[config.mk]
export PLATFORM = sky130hd
export DESIGN_NAME = pmc_ctrl
export DESIGN_NICKNAME = d
export VERILOG_FILES = /design/src/core/pmc_pkg.sv /design/src/core/pmc_ctrl.sv /design/src/core/pmc_sync3.sv
export SDC_FILE = /design/constraint.sdc
export NUM_CORES = 1
export LEC_CHECK = 0
export ABC_AREA = 0
export BUFFER_PORTS_ARGS = -buffer_cell sky130_fd_sc_hd__buf_2
export CAP_MARGIN = 10
export CORE_ASPECT_RATIO = 0.5
export CORE_MARGIN = 3
export CORE_UTILIZATION = 56
export CTS_CLUSTER_SIZE = 40
export DETAILED_ROUTE_END_ITERATION = 10
export PLACE_DENSITY_LB_ADDON = 0.3
export SYNTH_ARGS = -nofsm -noshare
export SYNTH_HDL_FRONTEND = slang
export SYNTH_SLANG_ARGS = --single-unit
[constraint.sdc]
create_clock -name i_ref_clk -period 9.4 [get_ports i_ref_clk]
set_input_delay 0 -clock i_ref_clk [delete_from_list [all_inputs] [get_ports i_ref_clk]]
set_output_delay 0 -clock i_ref_clk [all_outputs]
set_load 0.05 [all_outputs]
[src/core/pmc_pkg.sv]
// Shared constants, pin bundle and cycle types for the page-mode DRAM controller.
// Assumes one 200 MHz clock; every pin is resynchronised before use.
package pmc_pkg;

    localparam int unsigned CLK_PERIOD_PS = 5000;
    localparam int unsigned RAS_MAX_NS = 10000;
    // Period of the fixed timebase; plain default, set to the board's oscillator.
    localparam int unsigned TB_PERIOD_NS = 70;
    // Longest time rounds down to whole timebase ticks.
    localparam int unsigned TB_TICKS_INT = RAS_MAX_NS / TB_PERIOD_NS;
    localparam logic [7:0] TB_TICKS = TB_TICKS_INT[7:0];
    localparam logic [1:0] PRECH_CYC = 2'h1;
    localparam logic [1:0] WAIT_MISS = 2'h2;
    localparam int unsigned TAG_W = 15;
    localparam logic [TAG_W-1:0] TAG_RST = 15'h0000;
    localparam logic [7:0] TB_CNT_RST = 8'h00;
    localparam logic [1:0] BANKS_RST = 2'h0;
    localparam logic [1:0] ROWS_OFF = 2'h3;
    localparam logic [3:0] COLS_OFF = 4'hf;

    typedef struct packed {
        logic [TAG_W-1:0] upper_addr_bits;
        logic cpu_addr_bit9;
        logic ext_addr_bit9;
        logic cpu_addr_bit0;
        logic cpu_high_byte_en_n;
        logic ext_addr_bit0;
        logic ext_high_byte_en_n;
        logic hold_ack_in;
        logic cpu_status0_n;
        logic cpu_status1_n;
        logic mem_io_sel;
        logic cycle_done_n;
        logic bus_mem_read_n;
        logic bus_mem_write_n;
        logic write_wait_sel;
        logic read_wait_sel;
        logic onboard_mem_hit;
        logic refresh_n;
        logic bank0_col_enable;
        logic bank1_col_enable;
        logic bank0_row_enable;
        logic bank1_row_enable;
        logic shadow_copy_active;
        logic page_mode_n;
        logic interleave_en_n;
        logic test_n;
        logic fixed_timebase;
        logic rtc_irq_in_n;
    } pmc_pins_t;

    localparam int unsigned PINS_W = $bits(pmc_pins_t);

    // Idle level of every pin, so that the synchroniser leaves reset showing no request and no interrupt.
    localparam pmc_pins_t PINS_IDLE = '{cpu_high_byte_en_n: 1'b1, ext_high_byte_en_n: 1'b1,
        cpu_status0_n: 1'b1, cpu_status1_n: 1'b1, cycle_done_n: 1'b1, bus_mem_read_n: 1'b1,
        bus_mem_write_n: 1'b1, refresh_n: 1'b1, interleave_en_n: 1'b1, test_n: 1'b1,
        rtc_irq_in_n: 1'b1, default: '0};

    typedef enum logic [1:0] {
        CYC_NONE = 2'b00,
        CYC_READ = 2'b01,
        CYC_WRITE = 2'b10
    } pmc_cyc_t;

    typedef enum logic [1:0] {
        ST_IDLE = 2'b00,
        ST_PRECH = 2'b01,
        ST_ROW = 2'b10,
        ST_COL = 2'b11
    } pmc_state_t;

    // Processor status decode: memory read is status1 low, memory write is status0 low.
    function automatic pmc_cyc_t pmc_cpu_cycle(input logic s1_n, input logic s0_n, input logic mio);
        pmc_cyc_t c;
        c = CYC_NONE;
        if (mio && !s1_n && s0_n) begin
            c = CYC_READ;
        end else if (mio && s1_n && !s0_n) begin
            c = CYC_WRITE;
        end
        return c;
    endfunction

endpackage

[src/core/pmc_ctrl.sv]
// Page-mode, two-bank interleaving DRAM controller core.
// Assumes all pins arrive asynchronously and are bundled in one pin struct.
//
// Summary of operation
// - Capture upper address on row strobe; compare.
// - Page hit completes with zero wait states.
// - Page miss runs two waits via ready.
// - Hold acknowledge picks status or bus strobes.
// - Decode cycle type from status and select.
// - Processor cycle ends on cycle-done low.
// - Normal mode: wait selects give 0/1 waits.
// - Page mode select low runs page accesses.
// - Strobes only for on-board memory addresses or shadow copy writes.
// - Refresh forces the row/column mux low.
// - Bank chosen from column and row enables unless interleaving.
// - Shadow copy writes still produce strobes.
// - Reset and interrupt outputs are inverted inputs.
// - Low-byte column strobe from address bit 0.
// - High-byte column strobe from high enable.
// - Timebase measures row strobe active time.
// - Interleave only when enabled and paging.
// - Hold uses external bit 9 for bank.
// - Test low floats every output.
// - Zero-wait output pulled low when wanted.
// - Mux lags row strobe except zero-wait.
// - Early writes low second phase, high end.
// - Page-mode writes precharge with two waits.
// - About 10 us row activity forces miss.
// - Bus read/write strobes synchronised before use.
`timescale 1ns/1ps
module pmc_ctrl (
    input wire logic i_ref_clk,
    input wire logic i_rst,
    input wire pmc_pkg::pmc_pins_t i_pins,
    output logic [1:0] o_row_strobes_b0_n,
    output logic [1:0] o_row_strobes_b1_n,
    output logic o_col_strobe_b0_lo_n,
    output logic o_col_strobe_b0_hi_n,
    output logic o_col_strobe_b1_lo_n,
    output logic o_col_strobe_b1_hi_n,
    output logic o_row_col_mux_sel,
    output logic o_early_write_a_n,
    output logic o_early_write_b_n,
    output logic o_zero_wait_req_out,
    output logic o_zero_wait_req_oe,
    output logic o_bus_ready_out,
    output logic o_bus_ready_oe,
    output logic o_reset_n,
    output logic o_rtc_irq_out,
    output logic o_pins_oe
);
    import pmc_pkg::*;

    ////////////////////////////////////////////////////////////////////////////////
    pmc_pins_t p;
    logic [PINS_W-1:0] pins_q;

    // strobe synchronisers
    // Pins pass the flops flipped against their idle level, so a reset never fakes a request or an interrupt.
    pmc_sync3 #(.W(PINS_W)) u_sync (
        .i_ref_clk(i_ref_clk),
        .i_rst(i_rst),
        .i_d(i_pins ^ PINS_IDLE),
        .o_q(pins_q)
    );
    assign p = pmc_pins_t'(pins_q ^ PINS_IDLE);

    ////////////////////////////////////////////////////////////////////////////////
    pmc_state_t state, next_state;
    logic bank, next_bank;
    logic is_wr, next_is_wr;
    logic lo_n, next_lo_n;
    logic hi_n, next_hi_n;
    logic [1:0] wcnt, next_wcnt;
    logic [1:0] open, next_open;
    logic [TAG_W-1:0] tag0, next_tag0;
    logic [TAG_W-1:0] tag1, next_tag1;
    logic [1:0] ras_n, next_ras_n;
    logic [3:0] cas_n, next_cas_n;
    logic mux, next_mux;
    logic wr_n, next_wr_n;
    logic zw, next_zw;
    logic rdy_low, next_rdy_low;
    logic armed, next_armed;
    logic [7:0] tb_cnt, next_tb_cnt;
    logic force_miss, next_force_miss;
    logic tb_prev;
    logic drive;

    logic hold, page_mode, ilv, a9, sel_bank1, qual, page_hit, end_cyc, start, fast_norm;
    logic [1:0] row_mask, waits;
    pmc_cyc_t cyc;
    logic [TAG_W-1:0] tag_sel;

    always_comb begin
        hold = p.hold_ack_in;
        page_mode = !p.page_mode_n;
        ilv = !p.interleave_en_n && page_mode;
        a9 = hold ? p.ext_addr_bit9 : p.cpu_addr_bit9;
        if (hold) begin
            cyc = !p.bus_mem_write_n ? CYC_WRITE : (!p.bus_mem_read_n ? CYC_READ : CYC_NONE);
            end_cyc = p.bus_mem_write_n && p.bus_mem_read_n;
        end else begin
            cyc = pmc_cpu_cycle(p.cpu_status1_n, p.cpu_status0_n, p.mem_io_sel);
            end_cyc = !p.cycle_done_n;
        end
        sel_bank1 = ilv ? a9 : (p.bank1_col_enable && p.bank1_row_enable && !p.bank0_row_enable);
        row_mask = ilv ? (sel_bank1 ? 2'b10 : 2'b01) : 2'b11;
        qual = p.onboard_mem_hit || (p.shadow_copy_active && cyc == CYC_WRITE);
        tag_sel = sel_bank1 ? tag1 : tag0;
        page_hit = page_mode && cyc == CYC_READ && open[sel_bank1] && tag_sel == p.upper_addr_bits
                   && !force_miss;
        start = state == ST_IDLE && armed && cyc != CYC_NONE && qual;
        waits = (cyc == CYC_WRITE) ? {1'b0, p.write_wait_sel} : {1'b0, p.read_wait_sel};
        fast_norm = !page_mode && waits == 2'h0;
    end

    ////////////////////////////////////////////////////////////////////////////////
    always_comb begin
        next_state = state;
        next_bank = bank;
        next_is_wr = is_wr;
        next_lo_n = lo_n;
        next_hi_n = hi_n;
        next_wcnt = wcnt;
        next_open = open;
        next_tag0 = tag0;
        next_tag1 = tag1;
        next_ras_n = ras_n;
        next_cas_n = cas_n;
        next_mux = mux;
        next_wr_n = wr_n;
        next_zw = zw;
        next_rdy_low = rdy_low;
        next_armed = armed;
        case (state)
            ST_IDLE: begin
                if (cyc == CYC_NONE) begin
                    next_armed = 1'b1;
                end
                if (start) begin
                    next_armed = 1'b0;
                    next_bank = sel_bank1;
                    next_is_wr = cyc == CYC_WRITE;
                    next_lo_n = hold ? p.ext_addr_bit0 : p.cpu_addr_bit0;
                    next_hi_n = hold ? p.ext_high_byte_en_n : p.cpu_high_byte_en_n;
                    if (page_hit) begin
                        next_state = ST_COL;
                        next_wcnt = 2'h0;
                        next_zw = !hold;
                        next_mux = 1'b1;
                        next_cas_n = {~(sel_bank1 && !next_hi_n), ~(sel_bank1 && !next_lo_n),
                                      ~(!sel_bank1 && !next_hi_n), ~(!sel_bank1 && !next_lo_n)};
                    end else if (page_mode) begin
                        next_wcnt = WAIT_MISS;
                        next_rdy_low = !hold;
                        next_state = (ras_n != ROWS_OFF) ? ST_PRECH : ST_ROW;
                        next_ras_n = ROWS_OFF;
                        next_open = BANKS_RST;
                        next_wcnt = (ras_n != ROWS_OFF) ? WAIT_MISS : WAIT_MISS;
                    end else begin
                        next_wcnt = waits;
                        next_rdy_low = !hold && waits != 2'h0;
                        next_state = ST_ROW;
                    end
                    if (!page_hit && (ras_n == ROWS_OFF || !page_mode)) begin
                        next_ras_n = ~row_mask;
                        next_open = row_mask;
                        next_tag0 = row_mask[0] ? p.upper_addr_bits : tag0;
                        next_tag1 = row_mask[1] ? p.upper_addr_bits : tag1;
                        next_mux = fast_norm;
                    end
                end
            end
            ST_PRECH: begin
                next_state = ST_ROW;
                next_ras_n = ~row_mask;
                next_open = row_mask;
                next_tag0 = row_mask[0] ? p.upper_addr_bits : tag0;
                next_tag1 = row_mask[1] ? p.upper_addr_bits : tag1;
                next_mux = 1'b0;
            end
            ST_ROW: begin
                next_state = ST_COL;
                next_mux = 1'b1;
                next_cas_n = {~(bank && !hi_n), ~(bank && !lo_n), ~(!bank && !hi_n), ~(!bank && !lo_n)};
                if (!ilv) begin
                    next_cas_n = {hi_n, lo_n, hi_n, lo_n} | (bank ? 4'h3 : 4'hc);
                end
            end
            ST_COL: begin
                next_wr_n = !is_wr;
                if (wcnt != 2'h0) begin
                    next_wcnt = wcnt - 2'h1;
                    next_rdy_low = wcnt != 2'h1 && !hold;
                end else if (end_cyc) begin
                    next_state = ST_IDLE;
                    next_cas_n = COLS_OFF;
                    next_wr_n = 1'b1;
                    next_zw = 1'b0;
                    next_rdy_low = 1'b0;
                    if (!page_mode) begin
                        next_ras_n = ROWS_OFF;
                        next_open = BANKS_RST;
                        next_mux = 1'b0;
                    end
                end
            end
            default: begin
                next_state = ST_IDLE;
            end
        endcase
        if (!p.refresh_n) begin
            next_mux = 1'b0;
        end
    end

    ////////////////////////////////////////////////////////////////////////////////
    // The timebase is slow and asynchronous, so only its synchronised rising edge counts.
    always_comb begin
        next_tb_cnt = tb_cnt;
        next_force_miss = force_miss;
        if (ras_n == ROWS_OFF) begin
            next_tb_cnt = TB_CNT_RST;
            next_force_miss = 1'b0;
        end else if (p.fixed_timebase && !tb_prev && !force_miss) begin
            next_tb_cnt = tb_cnt + 8'h01;
            next_force_miss = next_tb_cnt == TB_TICKS;
        end
    end

    always_ff @(posedge i_ref_clk or posedge i_rst) begin
        if (i_rst) begin
            state <= ST_IDLE;
            bank <= 1'b0;
            is_wr <= 1'b0;
            lo_n <= 1'b1;
            hi_n <= 1'b1;
            wcnt <= 2'h0;
            open <= BANKS_RST;
            tag0 <= TAG_RST;
            tag1 <= TAG_RST;
            ras_n <= ROWS_OFF;
            cas_n <= COLS_OFF;
            mux <= 1'b0;
            wr_n <= 1'b1;
            zw <= 1'b0;
            rdy_low <= 1'b0;
            armed <= 1'b0;
            tb_cnt <= TB_CNT_RST;
            force_miss <= 1'b0;
            tb_prev <= 1'b0;
            drive <= 1'b0;
            o_reset_n <= 1'b0;
            o_rtc_irq_out <= 1'b0;
        end else begin
            state <= next_state;
            bank <= next_bank;
            is_wr <= next_is_wr;
            lo_n <= next_lo_n;
            hi_n <= next_hi_n;
            wcnt <= next_wcnt;
            open <= next_open;
            tag0 <= next_tag0;
            tag1 <= next_tag1;
            ras_n <= next_ras_n;
            cas_n <= next_cas_n;
            mux <= next_mux;
            wr_n <= next_wr_n;
            zw <= next_zw;
            rdy_low <= next_rdy_low;
            armed <= next_armed;
            tb_cnt <= next_tb_cnt;
            force_miss <= next_force_miss;
            tb_prev <= p.fixed_timebase;
            drive <= p.test_n;
            o_reset_n <= 1'b1;
            o_rtc_irq_out <= !p.rtc_irq_in_n;
        end
    end

    // Strobe pins mirror the internal state flops directly.
    assign o_row_strobes_b0_n = {ras_n[0], ras_n[0]};
    assign o_row_strobes_b1_n = {ras_n[1], ras_n[1]};
    assign o_col_strobe_b0_lo_n = cas_n[0];
    assign o_col_strobe_b0_hi_n = cas_n[1];
    assign o_col_strobe_b1_lo_n = cas_n[2];
    assign o_col_strobe_b1_hi_n = cas_n[3];
    assign o_row_col_mux_sel = mux;
    assign o_early_write_a_n = wr_n;
    assign o_early_write_b_n = wr_n;
    assign o_zero_wait_req_out = 1'b0;
    assign o_zero_wait_req_oe = zw && drive;
    assign o_bus_ready_out = 1'b0;
    assign o_bus_ready_oe = rdy_low && drive;
    assign o_pins_oe = drive;
endmodule // pmc_ctrl

[src/core/pmc_sync3.sv]
// Three-stage input synchroniser for pins from outside the clock domain.
// Assumes the outputs settle only when the second and third stages agree.
`timescale 1ns/1ps
module pmc_sync3 #(
    parameter int unsigned W = 1
) (
    input wire logic i_ref_clk,
    input wire logic i_rst,
    input wire logic [W-1:0] i_d,
    output logic [W-1:0] o_q
);

    logic [W-1:0] s1;
    logic [W-1:0] s2;
    logic [W-1:0] s3;
    logic [W-1:0] next_q;

    // A bit moves only once it has held across two stages, filtering one-stage glitches.
    always_comb begin
        for (int i = 0; i < W; i++) begin
            next_q[i] = (s2[i] == s3[i]) ? s3[i] : o_q[i];
        end
    end

    always_ff @(posedge i_ref_clk or posedge i_rst) begin
        if (i_rst) begin
            s1 <= '0;
            s2 <= '0;
            s3 <= '0;
            o_q <= '0;
        end else begin
            s1 <= i_d;
            s2 <= s1;
            s3 <= s2;
            o_q <= next_q;
        end
    end

endmodule // pmc_sync3

=== After elaboration in Yosys (flattened, before gate mapping) ===
Cells that the tools add are included.

* Register bits: 231
* Logic and storage cells: 307

* Add/sub/neg operators: 2
* $lt $le $gt $ge: 1
* Eq/ne operators: 67
* Muxes and demuxes: 85
* Bitwise logic cells: 12
* Reductions and logical operators: 74

{| class="wikitable"
|+ Operators with widths
! cell !! number
|-
| $mux 15 || 7
|-
| $mux 2 || 30
|-
| $pmux 15 s2 || 2
|-
| $eq 1x1->1 || 41
|-
| $logic_and 1x1->1 || 32
|-
| $mux 1 || 30
|-
| $mux 4 || 6
|-
| $not 11->11 || 2
|-
| $logic_not 1->1 || 18
|-
| $mux 8 || 2
|-
| $eq 15x15->1 || 1
|-
| $ne 3x3->1 const B || 5
|-
| $reduce_and 5->1 || 3
|-
| $ne 2x2->1 const B || 7
|-
| $reduce_bool 2->1 || 7
|-
| $pmux 2 s3 || 2
|-
| $pmux 4 s3 || 1
|-
| $reduce_and 3->1 || 3
|-
| $add 8x1->8 const B || 1
|-
| $eq 2x2->1 const B || 4
|-
| $eq 8x8->1 const B || 1
|-
| $not 1->1 || 8
|-
| $pmux 2 s4 || 1
|-
| $reduce_and 7->1 || 1
|-
| 16 further kinds || 26
|}

=== Logic depth before layout (Yosys ltp) ===
Gate-level depths: netlist (run 1).

* Depth after elaboration: 17
* Depth in mapped cells: 11
* Depth with buffers taken out: 8

=== Cells and area by module ===
A second synthesis (run 1) with hierarchy kept.

* Cells, all modules: 694
* Area, all modules: 9,072.5 sq um

{| class="wikitable"
|+ By module, submodules not included
! module !! times used !! cells an instance !! area an instance (sq um) !! seq. area each (sq um)
|-
| pmc_sync3 || 1 || 211 || 4,680.7 || 4,204.0
|-
| pmc_ctrl || 1 || 483 || 4,391.7 || 1,612.8
|}

=== Worst setup path after synthesis (run 1) ===
OpenSTA, ideal clock, no wires.

* Path type: flip-flop to flip-flop
* From: register u_sync.o_q[20]
* To: register tag0[0]
* Data arrival time: 2,750 ps
* Path slack: 6,523 ps
* Stages on the path, launching flop included: 11
* Buffers on the path: 2
* Path through: dfrtp_1 mux2i_4 buf_2 nand3_1 a21oi_1 o2111ai_1 nor4_2 nand2_4 a32oi_4 buf_12 mux2_1

* Word-level cells in the longest chain between the ends: 11
* Elaborated cells between the ends (all ways): 29
* Those cells by class: eq/ne: 5; mux: 12; reduce/logical: 12

{| class="wikitable"
|+ Ends and longest elaborated chain
! item !! line !! text
|-
| start, declared || pmc_sync3.sv:10 || <nowiki>output logic [W-1:0] o_q</nowiki>
|-
| start signal, assigned || pmc_sync3.sv:35 || <nowiki>o_q <= next_q;</nowiki>
|-
| branches (longest 11 deep; another with $mux 15) || -- ||
|-
| end signal, assigned || pmc_ctrl.sv:264 || <nowiki>tag0 <= next_tag0;</nowiki>
|-
| end, declared || pmc_ctrl.sv:76 || <nowiki>logic [TAG_W-1:0] tag0, next_tag0;</nowiki>
|}

Parallel ways; which one is timed is not known. The select of a mux whose other input is x is not followed.
A chain may end at the register's enable or synchronous reset.

=== Worst setup path after layout (run 1) ===
* From: register u_sync.o_q[20]
* To: register tag1[14]

* Word-level cells in the longest chain between the ends: 11
* Elaborated cells between the ends (all ways): 29
* Those cells by class: eq/ne: 5; mux: 12; reduce/logical: 12

{| class="wikitable"
|+ Ends and longest elaborated chain
! item !! line !! text
|-
| branches (longest 11 deep; another with $mux 15) || -- ||
|-
| end signal, assigned || pmc_ctrl.sv:265 || <nowiki>tag1 <= next_tag1;</nowiki>
|-
| end, declared || pmc_ctrl.sv:77 || <nowiki>logic [TAG_W-1:0] tag1, next_tag1;</nowiki>
|}

Parallel ways; which one is timed is not known. The select of a mux whose other input is x is not followed.

==> results of run 1 <==
[power by group]
group / leakage (nW) / total, mW / internal, mW / switching [mW]
combinational: 1.68 / 0.796 / 0.355 / 0.441
sequential: 2.68 / 1.29 / 1.15 / 0.141
clock: 0.302 / 0.768 / 0.433 / 0.335
total: 4.67 / 2.86 / 1.94 / 0.917
[flip-flops by register name, indices dropped and copies added, names as in the netlist, 2 cells and up]
name        flops
ras_n           2
u_sync.o_q     41
state           2
u_sync.s3      41
u_sync.s2      41
tag0           15
tb_cnt          8
u_sync.s1      41
cas_n           4
wcnt            2
tag1           15
open            2
[stage by stage]
step                cells  hold slack (ps)  setup slack, ps  util, %
floorplan             647            31.43             3167        -
global placement      881            107.4             5020    61.80
detailed placement    881            109.3             4910    61.80
CTS                   956            135.4             4799    68.68
global route          956            147.5             4560    68.68
finish                956            130.2             4731    68.68
[Yosys cell counts, types with 7 or more instances]
cell type	number	area [sq um]
a21oi_1	22	110.1
clkbuf_1	13	48.80
dfrtp_1	219	5480
dfstp_2	9	236.5
ha_1	9	112.6
inv_1	45	168.9
maj3_1	41	410.4
mux2_2	17	191.4
mux2_4	15	225.2
mux2i_1	23	230.2
nand2_1	29	108.9
nand2b_1	11	68.82
nand3_1	9	45.04
nor2_1	43	161.4
nor2b_1	7	43.79
o21ai_0	9	45.04
xor2_1	9	78.83
[cells in the final DEF (no fill, tap or decap), types with 5 or more instances in the layout]
cell type      count
nor2b_1            7
mux2_4            15
mux2_2            17
nand3_1            9
maj3_1            41
nor3_1             6
xnor2_1            6
ha_1               9
nor2_1            43
inv_1             44
nand2_1           29
mux2i_1           23
clkbuf_16         19
a211oi_1           5
o21ai_0            9
xor2_1             9
dfstp_2            9
buf_2             58
dlygate4sd3_1     42
nand2b_1          11
a21oi_1           22
dfrtp_1          219
o211ai_1           5
[metal layers]
| layer | GRT usage (%) | up-vias |
|---|---|---|
| li1 | - | 2440 |
| met1 | 26.92 | 2630 |
| met2 | 32.09 | 150 |
| met3 | 3.694 | 23 |
| met4 | 3.927 | 0 |
| met5 | 0 | - |
[worst min-delay path by stage]
stage | from | cells after the start | slack (ps) | endpoint
2_1_floorplan | i_pins[11] | 0 | 30 | u_sync.s1[11]
6_report | i_rst | 3 | 130 | u_sync.o_q[31]
5_1_grt | i_pins[29] | 2 | 150 | u_sync.s1[29]
4_1_cts | i_pins[1] | 2 | 140 | u_sync.s1[1]
3_5_place_dp | i_pins[11] | 1 | 110 | u_sync.s1[11]
3_3_place_gp | i_pins[41] | 1 | 110 | u_sync.s1[41]
[critical path, delay by kind of cell (launching register included)]
kind | cells | cell delay (ps)
AND/OR/NAND/NOR | 3 | 1240
flip-flops | 1 | 740
multiplexers | 2 | 1170
AO/OA/AOI/OAI | 3 | 1390
[cell families (layout without fill, tap and decap cells)]
family                   count (synthesis)  in the layout
adder cells (fa/ha/maj)                 50             50
flip-flops                             228            228
AO/OA/AOI/OAI                           93             93
buffers and inverters                   69            180
AND/OR/NAND/NOR                        128            128
other                                    2              3
multiplexers                            61             61
XOR/XNOR                                15             15
[area by class of cell]
type                       count  share of cell area, %
clock buffer                  27                  5.333
clock inverter                 6                 0.5749
inverter                      45                  1.725
multi-input combinational    350                  26.97
sequential                   228                  55.88
tap                          198                  2.422
timing repair buffer         102                  7.094
[what timing repair did]
item | 4_1_cts | 5_1_grt
hold buffers | 42 | 0
setup endpoints to repair | 0 | 0
endpoints found under the hold margin | 126 | 0
==> run summary, run 1 <==
P&R area growth vs syn -> 16.48%
CTS tree -> done
RSZ-0062 raised after global routing -> no
Post-Route WL -> 15670 um
Leak pwr -> 4.666 nW
RD Place Congestion -> 0.8618
Overall Power -> 2.859 mW
Post-Route Skew -> 11.26 ps
Post-synthesis compound-gate area fraction -> 8.107%
Die W -> 183.1 um
R2r setup slk -> 4730 ps
Total gr overflow -> 0
Final Net Count -> 799
CORE AREA -> 0.01489 sq mm
P per Cell Area -> 279.5 mW/mm^2
H-Tree Level Count -> 1
Worst slew pin tran -> 1064 ps
Most used DFF post-synth -> dfrtp_1
Clock buffer depth -> 3
Crit path time final -> 4669 ps
Post-Syn Area -> 0.008782 sq mm
Yosys synthesis warning count -> 0
Gates resized, CTS repair -> 0
Met2 WL -> 7453 um
Final Hold Viols -> 0
Vias in the first global route -> 5489
Register area -> 0.005717 sq mm
Synth Instances -> 646
Main combinational cell family by area after synthesis -> multiplexers
1st-iter DRT viols -> 393
R2r endpoint -> tag1[14]
DPL Wire Length -> 9852 um
Register area share after synthesis -> 65.09%
Worst-skew pair later-pin latency -> 490 ps
Top Metal Used -> met4
Synth Area in XOR/XNOR -> 1.496%
Number of synthesized flops with an enable pin -> 0
Adder-Cell Fraction of Synth Area -> 5.955%
Wire per inst -> 16.39 um
Slowest stage delay, CP -> 840 ps
Max Clock Freq -> 0.2142 GHz
Worst slew margin -> 28.91%
Design Area, Final -> 0.01023 sq mm
Die height -> 94.55 um
Peak supply drop -> 0.1467 mV
CP Launch Type -> register
Register-to-Register Path Depth -> 8
Critical-path top delay cell -> a32oi_4
Antenna diodes -> 0
Site row count -> 31
DP Area -> 0.009205 sq mm
Setup Fix Bufs, Post-CTS -> 0
Via count -> 5243
Synth Area per Inst -> 13.59 sq um
Total GRT Usage -> 19.23%
Final Cycle Share -> 49.67%
Routed Antenna Nets -> 0
Post-synthesis register bit count -> 228
Ports -> 62
Clock root buffer -> clkbuf_16
DIE AREA -> 0.01731 sq mm
First-pass GRT wire length -> 27050 um
WP data required -> 9770 ps
Worst-path cell chain -> mux2i_4 > nand2_1 > o221ai_1 > o2111ai_1 > nor4_2 > nand2_4 > a32oi_4 > mux2_2
Max-Cap Viols -> 0
PortBufs -> 58
TritonRoute pass-1 iters -> 6
Share of cells above drive strength 1 -> 18.73%
CP endpoint kind -> register
Synth cell types -> 65
CTS buffer count -> 19
Num Clock Sinks -> 228
Worst Path Max Fanout -> 19
Hold crit path type -> input pin to asynchronous set/reset pin
Setup crit end -> tag1[14]
Layout fillers -> 1041
Class of the most critical setup path -> register to register
Mux cell area share after synthesis -> 8.392%
Reg-to-reg startpoint -> u_sync.o_q[20]
FFs w/ async S/R, synth -> 100.0%
Starting density of the core -> 58.96%
Area of the multi-input gates -> 0.002759 sq mm
Crit path from -> u_sync.o_q[20]
Final setup TNS -> 0 ps
Met3 routed WL -> 845 um
CTS clock-pin slew for the worst setup and hold paths -> 70 ps
DRC Markers -> 0
Status -> finished, final reports clean
Slew Viols, Final -> 0
Initial antenna violation count -> 0
Met1 WL -> 7143 um
Final setup viols -> 0
CP arrival -> 5040 ps
Vias per cell -> 5.484
Largest net degree at the start of global routing -> 91
Synth Area in Simple Gates -> 7.280%
Power figures use the tool's default switching activity.
==> inputs of run 2 (changes only) <==
Clock period 9.4 ns to 4.5 ns, I/O delays scaled along.
==> run 2 against run 1 <==
Against the previous run:
- core utilization increased by 0.81 points
- global-route usage about the same
- largest cell class unchanged
- die area unchanged
==> run summary, run 2 (synthesized netlist as in run 1, its figures left out) <==
Total gr overflow -> 0
Max-Cap Viols -> 0
Die height -> 94.55 um
Worst slew pin tran -> 884.4 ps
CTS clock-pin slew for the worst setup and hold paths -> 60 ps
Min-delay src -> i_pins[1]
Via count -> 5245
DPL Wire Length -> 9921 um
CP arrival -> 4120 ps
CP endpoint kind -> register
Site row count -> 31
RSZ-0062 raised after global routing -> no
CP Launch Type -> register
H-Tree Level Count -> 1
P&R area growth vs syn -> 17.85%
R2r setup slk -> 750 ps
1st-iter DRT viols -> 415
CORE AREA -> 0.01489 sq mm
Gates resized, CTS repair -> 0
Post-route setup slack -> 747.1 ps
Routed Antenna Nets -> 0
Total GRT Usage -> 19.28%
Worst-skew pair later-pin latency -> 490 ps
Most frequent cells in the layout -> dfrtp_1 (219), buf_2 (58), inv_1 (44), nor2_1 (43), dlygate4sd3_1 (42)
P per Cell Area -> 586.6 mW/mm^2
Largest net degree at the start of global routing -> 126
Cell family with the largest share of critical-path delay -> compound AO/OA/AOI/OAI gates
Vias per cell -> 5.435
Reg-to-reg startpoint -> u_sync.o_q[7]
Hold EP -> u_sync.s1[1]
Post-Route Skew -> 10.31 ps
Critical-path top delay cell -> a2111oi_0
Status -> finished, final reports clean
Ports -> 62
Design Area, Final -> 0.01035 sq mm
WP data required -> 4870 ps
Buffers plus inverters on the worst setup path -> 1
Setup Fix Bufs, Post-CTS -> 0
Worst slew margin -> 41.04%
Post-Route WL -> 15850 um
Hold depth -> 2
CTS buffer count -> 20
Worst-path cell chain -> nand3b_1 > mux2i_1 > a2111oi_0 > o2111ai_1 > nor4_2 > nand2_4 > a32oi_4 > buf_4 > mux2_2
Num Clock Sinks -> 228
Most common cell after layout, fill and taps aside -> dfrtp_1
R2r endpoint -> tag1[12]
Register-to-Register Path Depth -> 9
Vias in the first global route -> 5446
DRC Markers -> 0
DP Area -> 0.009274 sq mm
Slowest stage delay, CP -> 760 ps
Leak pwr -> 4.718 nW
Final setup viols -> 0
Clock buffer depth -> 3
Starting density of the core -> 58.96%
Hold crit path type -> input pin to register
Slew Viols, Final -> 0
CTS tree -> done
Initial antenna violation count -> 0
TritonRoute pass-1 iters -> 5
PortBufs -> 58
DIE AREA -> 0.01731 sq mm
Die W -> 183.1 um
Layout fillers -> 1041
Antenna diodes -> 0
Wire per inst -> 16.42 um
Final Cycle Share -> 83.40%
Finished Core Util -> 69.49%
Class of the most critical setup path -> register to register
First-pass GRT wire length -> 26830 um
Final Net Count -> 808
Clock root buffer -> clkbuf_16
Crit path time final -> 3753 ps
Share of cells above drive strength 1 -> 19.69%
Final Hold Viols -> 0
Final setup TNS -> 0 ps
Pre-CTS setup slack -> 798.5 ps
Max Clock Freq -> 0.2665 GHz
Peak supply drop -> 0.3251 mV
RD Place Congestion -> 0.8752
Worst Path Max Fanout -> 19
-- run 2: cell count changes in the layout (fill, tap and decap cells not counted), sizes merged --
cell / before / now
buf: 60 / 68
clkbuf: 27 / 29
clkinv: 4 / 3
clkinvlp: 0 / 2
inv: 46 / 44
-- run 2: per-layer routing --
layer | global-route usage (%) | vias up | share of wire (%)
li1 | - | 2460 | -
met1 | 26.66 | 2641 | 46
met2 | 32.40 | 123 | 48
met3 | 3.732 | 21 | 5.1
met4 | 4.243 | 0 | 1.6
met5 | 0 | - | 0
-- run 2: worst max path at each step --
stage,end,depth (start not counted),from,slack (ps)
final,tag1[12],9,u_sync.o_q[7],750
after global routing,tag0[12],9,u_sync.o_q[7],550
after CTS,tag1[12],9,u_sync.o_q[7],730
after detailed placement,tag1[12],9,u_sync.o_q[7],800
after global placement,tag1[10],9,u_sync.o_q[20],940
after floorplan,armed,1,i_rst,1530
-- run 2: where the power goes --
group | switching, mW | total [mW] | internal [mW]
Clock | 0.715 | 1.69 | 0.979
Combinational | 0.919 | 1.67 | 0.754
Sequential | 0.292 | 2.70 | 2.41
-- run 2: area by class of cell --
type | instances | area (sq um) | area share [%]
inverters | 45 | 172.7 | 1.668
multi-input cells | 350 | 2759 | 26.66
clock buffers | 29 | 595.6 | 5.754
clock inverters | 5 | 60.06 | 0.5803
repair buffers | 110 | 798.3 | 7.713
flip-flops and latches | 228 | 5717 | 55.23
well taps | 198 | 247.7 | 2.394
-- run 2: timing repair --
item | in CTS | in global routing
hold buffers | 42 | 0
setup endpoints to repair | 0 | 0
hold endpoints to repair | 70 | 0
-- run 2: metrics by stage --
stage / hold WS (ps) / power (mW) / instances
after floorplan: 31.43 / 4.021 / 647
after global placement: 107.4 / 4.290 / 889
after detailed placement: 109.3 / 4.369 / 889
after CTS: 128.4 / 6.112 / 965
after global routing: 133.3 / 6.411 / 965
final: 142.5 / 6.071 / 965
==> inputs of run 3 (changes only) <==
Settings changed: ABC_AREA 0 to 1, CORE_UTILIZATION 56 to 53.
Clock period 4.5 ns to 3.2 ns, I/O delays scaled along.
==> run 3 against run 2 <==
Against the previous run:
- global-route usage down 0.96 points
- critical path depth up 5
- flip-flop and latch count unchanged
- core utilization down 2.6 points
- clock-buffer cell count down 4
==> run summary, run 3 <==
Synth Area in Simple Gates -> 17.58%
TritonRoute pass-1 iters -> 4
Worst slew margin -> 44.99%
Reg-to-reg startpoint -> u_sync.o_q[20]
Peak supply drop -> 0.4743 mV
Largest net degree at the start of global routing -> 163
CORE AREA -> 0.01501 sq mm
Antenna diodes -> 0
Total GRT Usage -> 18.32%
DPL Wire Length -> 9165 um
DRC Markers -> 0
Register area share after synthesis -> 67.74%
Site row count -> 31
Synth Instances -> 767
Synth cell types -> 34
First-pass GRT wire length -> 26060 um
Worst-skew pair later-pin latency -> 480 ps
PortBufs -> 58
DIE AREA -> 0.01757 sq mm
Finished Core Util -> 66.84%
Adder-Cell Fraction of Synth Area -> 6.197%
Worst Path Max Fanout -> 6
Layout fillers -> 1107
Vias per cell -> 4.964
Crit path from -> u_sync.o_q[20]
Max Clock Freq -> 0.3739 GHz
Status -> finished, final reports clean
Synth cell count leaders -> dfrtp_1 (219), nand2_1 (191), nand3_1 (87)
CTS buffer count -> 19
Starting density of the core -> 56.22%
Mux cell area share after synthesis -> 0.2372%
Most frequent cells in the layout -> dfrtp_1 (219), nand2_1 (191), nand3_1 (87), inv_1 (80), buf_2 (58)
RD Place Congestion -> 0.8873
P per Cell Area -> 851.6 mW/mm^2
Die W -> 184.5 um
Crit path time final -> 2674 ps
Post-Route WL -> 15000 um
Ports -> 62
1st-iter DRT viols -> 378
Area leader, netlist -> dfrtp_1
Yosys synthesis warning count -> 0
Post-Syn Area -> 0.008439 sq mm
Wire per inst -> 13.77 um
CP arrival -> 3090 ps
H-Tree Level Count -> 1
FFs w/ async S/R, synth -> 100.0%
Synth Area in XOR/XNOR -> 0.4151%
Design Area, Final -> 0.01003 sq mm
Share of cells above drive strength 1 -> 14.03%
Count leader, synth -> dfrtp_1
P&R area growth vs syn -> 18.89%
Hold crit path type -> input pin to register
Die height -> 95.23 um
CP Launch Type -> register
Vias in the first global route -> 5387
Min-delay src -> i_pins[41]
Top post-synthesis cells by area -> dfrtp_1 (65%), nand2_1 (8.5%), nand3_1 (5.2%)
Synth Area per Inst -> 11.00 sq um
Slew Viols, Final -> 0
Final setup viols -> 0
Clock buffer depth -> 3
Routed Antenna Nets -> 0
WP data required -> 3610 ps
Final setup TNS -> 0 ps
Post-Route Skew -> 12.52 ps
Total gr overflow -> 0
Class of the most critical setup path -> register to register
Leak pwr -> 4.986 nW
Most used DFF post-synth -> dfrtp_1
CTS clock-pin slew for the worst setup and hold paths -> 70 ps
Number of synthesized flops with an enable pin -> 0
Initial antenna violation count -> 0
CTS tree -> done
Final Cycle Share -> 83.57%
RSZ-0062 raised after global routing -> no
Post-synthesis compound-gate area fraction -> 2.372%
Final Net Count -> 932
Main combinational cell family by area after synthesis -> simple AND/OR/NAND/NOR gates
Max-Cap Viols -> 0
Most common cell after layout, fill and taps aside -> dfrtp_1
DP Area -> 0.008951 sq mm
Via count -> 5406
Worst slew pin tran -> 825.2 ps
Num Clock Sinks -> 228
Post-synthesis register bit count -> 228
Final Hold Viols -> 0
Share of the synthesized area in the top cell type -> 64.94%
CP endpoint kind -> register
Hold_ws -> 154.1 ps
Clock root buffer -> clkbuf_16
run 3: changes by cell type in the layout (fill, tap and decap cells not counted), sizes merged, moves of 15 or more:
cell   previous run  this run
mux2i            25         2
inv              44        82
nand3             9        89
a21oi            22         7
nand2            30       197
mux2             36         0
run 3: worst max-delay path, cell delays in order (launching register included):
cell,delay [ps]
dfrtp_1,440
buf_4,190
nor2_1,140
nand3_1,90
nand2_1,160
inv_1,80
nand2_1,80
nand4_1,250
nand2_1,260
nand2_1,160
nor3_1,280
nand2_1,180
inv_1,140
nand3_1,90
nand2_1,70
run 3: routing by layer:
metal / global-route usage [%] / part of all wire (%)
met1: 26.52 / 49
met2: 29.14 / 44
met3: 3.354 / 4.4
met4: 4.714 / 2.3
met5: 0 / 0
run 3: what timing repair did:
| item | CTS | global route |
|---|---|---|
| buffers inserted | 0 | 0 |
| endpoints found under the hold margin | 260 | 0 |
| gates resized for setup | 0 | 0 |
| hold buffers | 42 | 0 |
run 3: report_power, final:
part | switching, mW | internal (mW) | leakage, nW
Clock | 1.00 | 1.43 | 0.320
Combinational | 1.63 | 0.794 | 1.97
Sequential | 0.291 | 3.40 | 2.70
run 3: logic make-up after synthesis:
family                   Yosys count
AND/OR/NAND/NOR                  342
AO/OA/AOI/OAI                     35
flip-flops                       228
buffers and inverters            104
adder cells (fa/ha/maj)           50
XOR/XNOR                           4
multiplexers                       2
other                              2
run 3: metrics by stage:
stage               total power, mW  worst slack, ps  instances
floorplan                     5.551            227.4        768
global placement              6.005            664.6       1014
detailed placement            6.098            616.5       1014
CTS                           8.610            568.4       1089
global route                  9.122            233.7       1089
finish                        8.545            525.8       1089
run 3: area by class of cell:
cell class | instances | area (sq um) | share of cell area (%)
Clock inverter | 8 | 123.9 | 1.235
Multi-Input combinational cell | 436 | 2273 | 22.66
Sequential cell | 228 | 5717 | 56.98
Timing Repair Buffer | 111 | 818.3 | 8.156
Clock buffer | 25 | 538.0 | 5.362
Inverter | 83 | 315.3 | 3.143
Tap cell | 198 | 247.7 | 2.469
run 3: final timing paths:
| check | to | cells after the start | slack (ps) |
|---|---|---|---|
| min | u_sync.s1[41] | 2 | 150 |
| max in group asynchronous | u_sync.s2[33] | 4 | 2260 |
| min in group asynchronous | u_sync.s1[0] | 4 | 320 |
| max | open[0] | 14 | 530 |
| max reg2reg | open[0] | 14 | 530 |
| min reg2reg | u_sync.s2[1] | 0 | 350 |
